## src/rtl/stx_pkg.sv

```systemverilog
package stx_pkg;

    // ----------------------------------------------------------------
    // Framing and word width encodings
    // ----------------------------------------------------------------
    typedef enum logic [1:0] {
        STX_FMT_I2S   = 2'h0,
        STX_FMT_LJ    = 2'h1,
        STX_FMT_RJ    = 2'h2
    } stx_fmt_t;

    typedef enum logic [1:0] {
        STX_W16 = 2'h0,
        STX_W18 = 2'h1,
        STX_W20 = 2'h2,
        STX_W24 = 2'h3
    } stx_wid_t;

    // ----------------------------------------------------------------
    // Counts and reset values
    // ----------------------------------------------------------------
    localparam int       STX_MAXW        = 24;
    localparam int       STX_FIFO_DEPTH  = 8;
    localparam int       STX_SYNC_STAGES = 2;
    localparam int       STX_CNT_W       = 6;
    localparam logic [5:0] STX_I2S_DELAY = 6'h01;
    localparam logic [5:0] STX_LJ_DELAY  = 6'h00;
    localparam logic [5:0] STX_RJ_FRAME  = 6'h20;
    localparam stx_fmt_t STX_FMT_RST     = STX_FMT_I2S;
    localparam stx_wid_t STX_WID_RST     = STX_W24;

    // ----------------------------------------------------------------
    // Sample carried to the encoder
    // ----------------------------------------------------------------
    typedef struct packed {
        logic                is_right;
        logic [STX_MAXW-1:0] word;
    } stx_sample_t;

    localparam int STX_SAMPLE_W = STX_MAXW + 1;

endpackage : stx_pkg

```

## src/rtl/stx_serial_in.sv

```systemverilog
`timescale 1ns/100ps
module stx_serial_in
    import stx_pkg::*;
#(
    parameter int FIFO_DEPTH = STX_FIFO_DEPTH
) (
    input  wire logic        mclk,       // System clock, 100 MHz.
    input  wire logic        rst,        // Asynchronous reset, active high.
    input  wire stx_fmt_t    fmt_sel,    // Framing select, static while running.
    input  wire stx_wid_t    wid_sel,    // Word width select, static while running.
    input  wire logic        ser_clk,    // Serial bit clock pin.
    input  wire logic        ser_fs,     // Frame sync pin.
    input  wire logic        ser_data,   // Serial data pin.
    output stx_sample_t      smp_data,   // Sample to the encoder.
    output logic             smp_valid,  // Sample present.
    input  wire logic        smp_ready,  // Encoder takes the sample.
    output logic             ovf_flag    // Sticky: a word was dropped, FIFO full.
);

    // ----------------------------------------------------------------
    // Pin synchronisers
    // ----------------------------------------------------------------
    logic [2:0] s1_r;
    logic [2:0] s2_r;
    logic       clk_d_r;
    stx_fmt_t   fmt_r;
    stx_wid_t   wid_r;

    // The clock stages reset to the idle high level of the bit clock, so a
    // release of reset can never look like a rising edge.
    always_ff @(posedge mclk or posedge rst) begin
        if (rst) begin
            s1_r    <= 3'h4;
            s2_r    <= 3'h4;
            clk_d_r <= 1'b1;
            fmt_r   <= STX_FMT_RST;
            wid_r   <= STX_WID_RST;
        end else begin
            s1_r    <= {ser_clk, ser_fs, ser_data};
            s2_r    <= s1_r;
            clk_d_r <= s2_r[2];
            // The spare code is folded onto I2S here so that delay and channel agree.
            fmt_r   <= (fmt_sel == STX_FMT_LJ || fmt_sel == STX_FMT_RJ) ? fmt_sel : STX_FMT_I2S;
            wid_r   <= wid_sel;
        end
    end

    logic rise;
    logic fs_s;
    logic dat_s;
    assign rise  = s2_r[2] && !clk_d_r;
    assign fs_s  = s2_r[1];
    assign dat_s = s2_r[0];

    // ----------------------------------------------------------------
    // Decoding helpers
    // ----------------------------------------------------------------
    function automatic logic [5:0] width_of(input stx_wid_t w);
        case (w)
            STX_W16: width_of = 6'h10;
            STX_W18: width_of = 6'h12;
            STX_W20: width_of = 6'h14;
            default: width_of = 6'h18;
        endcase
    endfunction : width_of

    // Bit clocks from the sync edge to the MSB.
    function automatic logic [5:0] msb_delay(input stx_fmt_t f, input stx_wid_t w);
        case (f)
            STX_FMT_I2S: msb_delay = STX_I2S_DELAY;
            STX_FMT_LJ:  msb_delay = STX_LJ_DELAY;
            STX_FMT_RJ:  msb_delay = STX_RJ_FRAME - width_of(w);
            default:     msb_delay = STX_I2S_DELAY;
        endcase
    endfunction : msb_delay

    // ----------------------------------------------------------------
    // Bit capture
    // ----------------------------------------------------------------
    typedef enum logic [1:0] {
        ST_SYNC,
        ST_WAIT,
        ST_SHIFT,
        ST_DONE
    } stx_state_t;

    stx_state_t          st_r;
    stx_state_t          st_nxt;
    logic [5:0]          cnt_r;
    logic [5:0]          cnt_nxt;
    logic [STX_MAXW-1:0] sh_r;
    logic [STX_MAXW-1:0] sh_nxt;
    logic                fs_p_r;
    logic                fs_p_nxt;
    logic                chr_r;
    logic                chr_nxt;
    logic                push;
    stx_sample_t         push_data;
    logic [5:0]          wbits;
    logic [5:0]          dly;

    always_comb begin
        wbits     = width_of(wid_r);
        dly       = msb_delay(fmt_r, wid_r);
        st_nxt    = st_r;
        cnt_nxt   = cnt_r;
        sh_nxt    = sh_r;
        fs_p_nxt  = fs_p_r;
        chr_nxt   = chr_r;
        push      = 1'b0;
        push_data = '{is_right: chr_r, word: sh_r};
        if (rise) begin
            fs_p_nxt = fs_s;
            if (fs_s != fs_p_r) begin
                // Channel from the new sync level: I2S uses low for left.
                chr_nxt = (fmt_r == STX_FMT_I2S) ? fs_s : !fs_s;
                sh_nxt  = '0;
                if (dly == 6'h00) begin
                    sh_nxt  = {{(STX_MAXW-1){1'b0}}, dat_s};
                    cnt_nxt = 6'h01;
                    st_nxt  = ST_SHIFT;
                end else begin
                    cnt_nxt = dly - 6'h01;
                    st_nxt  = (dly == 6'h01) ? ST_SHIFT : ST_WAIT;
                    if (dly == 6'h01) begin
                        cnt_nxt = 6'h00;
                    end
                end
            end else begin
                case (st_r)
                    ST_WAIT: begin
                        cnt_nxt = cnt_r - 6'h01;
                        if (cnt_r == 6'h01) begin
                            cnt_nxt = 6'h00;
                            st_nxt  = ST_SHIFT;
                        end
                    end
                    ST_SHIFT: begin
                        sh_nxt  = {sh_r[STX_MAXW-2:0], dat_s};
                        cnt_nxt = cnt_r + 6'h01;
                    end
                    default: begin
                        // Bits past the word width are ignored.
                    end
                endcase
            end
        end
        // Hand over once the full width is in; only full words go out.
        if (st_r == ST_SHIFT && cnt_r == wbits) begin
            push    = 1'b1;
            st_nxt  = (rise && fs_s != fs_p_r) ? st_nxt : ST_DONE;
            cnt_nxt = (rise && fs_s != fs_p_r) ? cnt_nxt : 6'h00;
            sh_nxt  = (rise && fs_s != fs_p_r) ? sh_nxt : sh_r;
            push_data.word = sh_r << (6'(STX_MAXW) - wbits);
        end
    end

    always_ff @(posedge mclk or posedge rst) begin
        if (rst) begin
            st_r   <= ST_SYNC;
            cnt_r  <= 6'h00;
            sh_r   <= '0;
            fs_p_r <= 1'b0;
            chr_r  <= 1'b0;
        end else begin
            st_r   <= st_nxt;
            cnt_r  <= cnt_nxt;
            sh_r   <= sh_nxt;
            fs_p_r <= fs_p_nxt;
            chr_r  <= chr_nxt;
        end
    end

    // ----------------------------------------------------------------
    // Sample buffer and registered outputs
    // ----------------------------------------------------------------
    logic        f_wready;
    logic        f_rvalid;
    stx_sample_t f_rdata;
    logic        f_take;
    logic        ov_nxt;
    stx_sample_t out_nxt;
    logic        val_nxt;

    // Outputs are a one-deep register stage so they come from flops.
    always_comb begin
        f_take  = f_rvalid && (!smp_valid || smp_ready);
        val_nxt = smp_valid && !smp_ready;
        out_nxt = smp_data;
        if (f_take) begin
            val_nxt = 1'b1;
            out_nxt = f_rdata;
        end
        ov_nxt = ovf_flag || (push && !f_wready);
    end

    stx_fifo #(
        .WIDTH (STX_SAMPLE_W),
        .DEPTH (FIFO_DEPTH)
    ) u_fifo (
        .mclk   (mclk),
        .rst    (rst),
        .wvalid (push),
        .wready (f_wready),
        .wdata  (push_data),
        .rvalid (f_rvalid),
        .rready (f_take),
        .rdata  (f_rdata)
    );

    always_ff @(posedge mclk or posedge rst) begin
        if (rst) begin
            smp_valid <= 1'b0;
            smp_data  <= '0;
            ovf_flag  <= 1'b0;
        end else begin
            smp_valid <= val_nxt;
            smp_data  <= out_nxt;
            ovf_flag  <= ov_nxt;
        end
    end

    // ----------------------------------------------------------------
    // Checks
    // ----------------------------------------------------------------
    property p_reset_i2s;
        @(posedge mclk) $fell(rst) |-> fmt_r == STX_FMT_I2S;
    endproperty
    property p_sample_rise;
        @(posedge mclk) disable iff (rst) (st_r == ST_SHIFT && st_nxt == ST_SHIFT && cnt_nxt != cnt_r
            && !(rise && fs_s != fs_p_r)) |-> rise;
    endproperty
    property p_push_width;
        @(posedge mclk) disable iff (rst) push |-> st_r == ST_SHIFT && (push_data.word << width_of(wid_r)) == '0;
    endproperty
    property p_i2s_chan;
        @(posedge mclk) disable iff (rst) (rise && fs_s != fs_p_r && fmt_r == STX_FMT_I2S) |=> chr_r == fs_p_r;
    endproperty
    property p_lj_chan;
        @(posedge mclk) disable iff (rst) (rise && fs_s != fs_p_r && fmt_r != STX_FMT_I2S) |=> chr_r != fs_p_r;
    endproperty
    property p_lj_nodelay;
        @(posedge mclk) disable iff (rst) (rise && fs_s != fs_p_r && fmt_r == STX_FMT_LJ) |=> st_r == ST_SHIFT
            && cnt_r == 6'h01;
    endproperty
    property p_i2s_delay;
        @(posedge mclk) disable iff (rst) (rise && fs_s != fs_p_r && fmt_r == STX_FMT_I2S) |=> st_r == ST_SHIFT
            && cnt_r == 6'h00;
    endproperty
    property p_rj_delay;
        @(posedge mclk) disable iff (rst) (rise && fs_s != fs_p_r && fmt_r == STX_FMT_RJ) |=> st_r == ST_WAIT
            && cnt_r == 6'(6'h1F - width_of(wid_r));
    endproperty
    property p_valid_hold;
        @(posedge mclk) disable iff (rst) (smp_valid && !smp_ready) |=> smp_valid && $stable(smp_data);
    endproperty

    a_reset_i2s:   assert property (p_reset_i2s)   else $error("reset framing wrong");
    a_sample_rise: assert property (p_sample_rise) else $error("bit taken off edge");
    a_push_width:  assert property (p_push_width)  else $error("word length wrong");
    a_i2s_chan:    assert property (p_i2s_chan)    else $error("i2s channel wrong");
    a_lj_chan:     assert property (p_lj_chan)     else $error("lj/rj channel wrong");
    a_lj_nodelay:  assert property (p_lj_nodelay)  else $error("lj msb delayed");
    a_i2s_delay:   assert property (p_i2s_delay)   else $error("i2s delay wrong");
    a_rj_delay:    assert property (p_rj_delay)    else $error("rj delay wrong");
    a_valid_hold:  assert property (p_valid_hold)  else $error("sample dropped");

    c_push:  cover property (@(posedge mclk) push);
    c_rj:    cover property (@(posedge mclk) push && fmt_r == STX_FMT_RJ);
    c_right: cover property (@(posedge mclk) push && push_data.is_right);
    c_full:  cover property (@(posedge mclk) !f_wready);

endmodule : stx_serial_in

```

## src/rtl/stx_fifo.sv

```systemverilog
`timescale 1ns/100ps
module stx_fifo #(
    parameter int WIDTH = 25,
    parameter int DEPTH = 8
) (
    input  wire logic             mclk,    // System clock.
    input  wire logic             rst,     // Asynchronous reset, active high.
    input  wire logic             wvalid,  // Write request.
    output logic                  wready,  // Room available.
    input  wire logic [WIDTH-1:0] wdata,   // Write data.
    output logic                  rvalid,  // Data available.
    input  wire logic             rready,  // Consumer takes data.
    output logic      [WIDTH-1:0] rdata    // Read data.
);

    localparam int AW = $clog2(DEPTH);

    logic [WIDTH-1:0] mem [DEPTH];
    logic [AW:0]      wp_r;
    logic [AW:0]      wp_nxt;
    logic [AW:0]      rp_r;
    logic [AW:0]      rp_nxt;
    logic             full;
    logic             empty;

    always_comb begin
        full   = (wp_r[AW] != rp_r[AW]) && (wp_r[AW-1:0] == rp_r[AW-1:0]);
        empty  = (wp_r == rp_r);
        wready = !full;
        rvalid = !empty;
        rdata  = mem[rp_r[AW-1:0]];
        wp_nxt = (wvalid && !full) ? wp_r + 1'b1 : wp_r;
        rp_nxt = (rready && !empty) ? rp_r + 1'b1 : rp_r;
    end

    always_ff @(posedge mclk or posedge rst) begin
        if (rst) begin
            wp_r <= '0;
            rp_r <= '0;
        end else begin
            wp_r <= wp_nxt;
            rp_r <= rp_nxt;
        end
    end

    // Storage has no reset so it maps onto plain RAM.
    always_ff @(posedge mclk) begin
        if (wvalid && !full) begin
            mem[wp_r[AW-1:0]] <= wdata;
        end
    end

    property p_no_overflow;
        @(posedge mclk) disable iff (rst) full |=> wp_r == $past(wp_r);
    endproperty

    a_no_overflow: assert property (p_no_overflow) else $error("fifo pointer moved while full");

endmodule : stx_fifo

```

## config.mk

```make
export PLATFORM = sky130hd
export DESIGN_NAME = stx_serial_in
export DESIGN_NICKNAME = d
export VERILOG_FILES = /design/src/rtl/stx_pkg.sv /design/src/rtl/stx_serial_in.sv /design/src/rtl/stx_fifo.sv
export SDC_FILE = /design/constraint.sdc
export NUM_CORES = 1
export LEC_CHECK = 0
export BUFFER_PORTS_ARGS = -buffer_cell sky130_fd_sc_hd__buf_4
export CORE_AREA = 4 4 147 149
export CTS_CLUSTER_DIAMETER = 50
export CTS_CLUSTER_SIZE = 16
export DETAILED_ROUTE_END_ITERATION = 7
export DIE_AREA = 0 0 151 153
export PLACE_DENSITY = 0.75
export SYNTH_ARGS = -nofsm -noshare
export SYNTH_HDL_FRONTEND = slang
export SYNTH_SLANG_ARGS = --single-unit
```

## constraint.sdc

```tcl
create_clock -name mclk -period 5.7 [get_ports mclk]
set_input_delay 0.285 -clock mclk [delete_from_list [all_inputs] [get_ports mclk]]
set_output_delay 0.285 -clock mclk [all_outputs]
set_load 0.02 [all_outputs]
```

==> results.cfg <==
[detailed_routing]
wl_per_cell_um = 23.7
finalWirelength_um = 25500
vias_per_cell = 6.24
postRouteAntennaNets = 0
dr.first_iter.drc_count = 639
vias = 6735
drt_pass1_iterations = 5
drc = 0

[logic_synthesis]
ys_ff_latch = 280
synth_cells = 743
synthTopCellsByArea = edfxtp_1, dfrtp_1, mux4_2
synth_top_area_cell = edfxtp_1
synth_edf_count = 200
ys_types = 61
yosysSeqAreaShare = 0.666
yosys_warnings = 0
synth.avg_cell_area_um2 = 16.2
synthTopCellsByCount = edfxtp_1, dfrtp_1, nand2_1, mux2i_1, mux4_2
syn_area_um2 = 12000
synth_flop_cell = edfxtp_1
syn-num-nets = 768
yosysMostFrequentCell = edfxtp_1
netlist.area_leader.share = 0.499
async_flop_share = 0.286

[timing]
rsz0062_at_grt = no
setup_viol = 0
period_minus_slack_ns = 3.69
max_freq_mhz = 271
whs_ns = 0.0821
setup-tns-final_ns = 0
slew_viol_final = 0
hold_viol = 0
skew_ns = 0.0178
fin_crit_sh = 0.647
max_slew.worst_pin.slew_ns = 1.05
slew_headroom = 0.299

[place]
place_hpwl_um = 15400
place_congestion = 0.856
io_buffer_count = 36

[die]
fp.dieW_um = 151
dieArea_um2 = 23100
initial_core_util = 0.597
die_h_um = 153
io_pins = 37
row_count = 52
fp.coreArea_um2 = 20200

[worst_setup_path]
crit_path_cell_trace = inv_1 > ha_1 > buf_4 > xnor2_1 > and4_1 > nand2_1 > o21ai_0
slowest_stage = o21ai_0
cp-start-kind = flip-flop
cp_max_fo = 30
crit_type = reg2reg
worstPathArrival_ns = 3.92
critPathMaxStageDelay_ns = 0.83
worstPathRequired_ns = 5.93
cp-end-kind = flip-flop

[pwr]
p_int_mw = 3.84
pwr-share-seq = 0.451
irDropWorstVdd_mv = 0.328
power_density_nw_per_um2 = 407
p_clk_frac = 0.310
leakage_nw = 4.71
p_sw_mw = 1.67
p_sw_frac = 0.303
p_comb_frac = 0.240

[grt]
grt-ovfl-total = 0
grt_first_pass_wirelength_um = 40800
grt_use_total = 0.229
antenna_found_initial = 1
grt_pass1_vias = 7038
grt_max_degree = 81

[cts]
clk_pin_slew_ns = 0.06
h-tree-depth = 1
cts_tree = yes
cts_sinks = 280
clk_latency_ns = 0.55
numCtsBuffers = 27
cts_root_buffer = clkbuf_16
clock_path_buffers = 3

[layout]
diodes = 0
fin_nets = 813
drive_gt1_frac = 0.221
areaGrowthSynthToFinish_pct = 12.5
fill_cells = 1395

[hold_path]
worstHoldPathType = in2async

[outcome]
status = finished clean

[job]
maxCapViolations = 0
[layout make-up]
class / instances / area (µm²) / share of cell area
Clock inverter: 17 / 156 / 0.0116
Sequential cell: 280 / 8020 / 0.592
Multi-Input combinational cell: 401 / 3780 / 0.279
Inverter: 17 / 65.1 / 0.00481
Tap cell: 270 / 338 / 0.0250
Timing Repair Buffer: 61 / 478 / 0.0353
Clock buffer: 33 / 698 / 0.0516
[what timing repair did]
action,in CTS,in global routing
setup buffers,0,0
hold buffers,8,0
endpoints found under the setup margin,0,0
endpoints found under the hold margin,7,0
resized for setup,0,0
[worst max-delay path: cells and delay by family (launching register included)]
kind	cells	cell delay [ns]
compound gates	1	0.83
xor+xnor	1	0.30
fa+ha+maj	1	0.17
buf+inv	2	0.33
flops	1	0.54
simple gates	2	1.20
[layout by cell type (no fill, tap or decap), types with 27 or more instances in the layout]
master	instances
mux4_2	58
buf_4	53
nand2_1	60
dfrtp_1	73
mux2i_1	58
a22o_1	27
edfxtp_1	200
clkbuf_16	27
o21ai_0	42
[power by group through the flow]
stage                     Clock (mW)  Sequential [mW]  Combinational [mW]
final                           1.70             2.48                1.32
after global placement             0             2.51                1.30
after detailed placement           0             2.52                1.33
after global routing            1.83             2.50                1.43
after floorplan                    0             2.55               0.915
after CTS                       1.74             2.48                1.34
[logic make-up (layout without fill, tap and decap cells)]
kind of cell               after synthesis  after routing  synth area share
DFF                                    280            280             0.666
AOI/OAI and AO/OA                      115            115            0.0666
muxes                                  121            121             0.161
buffers and inverters                   62            128            0.0229
and+or+nand+nor                        129            129            0.0525
adders and majority gates               15             15            0.0156
xor gates and xnor gates                21             21            0.0153
[sequential cells by signal, indices dropped and copies added (netlist names)]
register	flops
clk_d_r	1
u_fifo.mem	200
cnt_r	6
st_r	2
s2_r	3
fs_p_r	1
chr_r	1
u_fifo.wp_r	4
sh_r	24
u_fifo.rp_r	4
s1_r	3
ovf_flag	1
fmt_r	2
smp_data	25
wid_r	2
smp_valid	1
[worst paths after layout]
| path | cells after the start | startpoint | to | slack [ns] |
|---|---|---|---|---|
| min in group mclk | 3 | smp_ready | smp_valid$_DFF_PP0_ | 0.15 |
| worst max-delay path | 7 | wid_r[1]$_DFF_PP1_ | u_fifo.mem[6][19]$_DFFE_PP_ | 2.01 |
| worst min register to register | 0 | s1_r[1]$_DFF_PP0_ | s2_r[1]$_DFF_PP0_ | 0.35 |
| worst max register to register | 7 | wid_r[1]$_DFF_PP1_ | u_fifo.mem[6][19]$_DFFE_PP_ | 2.01 |
| worst min-delay path | 3 | rst | u_fifo.wp_r[3]$_DFFE_PP0P_ | 0.08 |
| max in group asynchronous | 3 | rst | u_fifo.rp_r[0]$_DFFE_PP0P_ | 4.85 |
[layer usage]
| metal | up-vias | GRT usage | routed length [µm] |
|---|---|---|---|
| met2 | 197 | 0.375 | 12900 |
| met5 | - | 0 | 13 |
| met1 | 3506 | 0.333 | 10800 |
| met3 | 35 | 0.0341 | 1420 |
| met4 | 2 | 0.0449 | 348 |
| li1 | 2995 | - | - |
[through the flow]
step           instance area (µm²)  power, mW   util  setup slack (ns)  cells
2_1_floorplan                12000       3.47      -              1.32    743
3_3_place_gp                 12600       3.81  0.625              2.31   1021
3_5_place_dp                 12600       3.85  0.625              2.09   1021
4_1_cts                      13500       5.56  0.671              2.09   1079
5_1_grt                      13500       5.76  0.671              1.77   1079
6_report                     13500       5.51  0.671              2.01   1079
No activity file was read; power rests on OpenSTA's default activity.
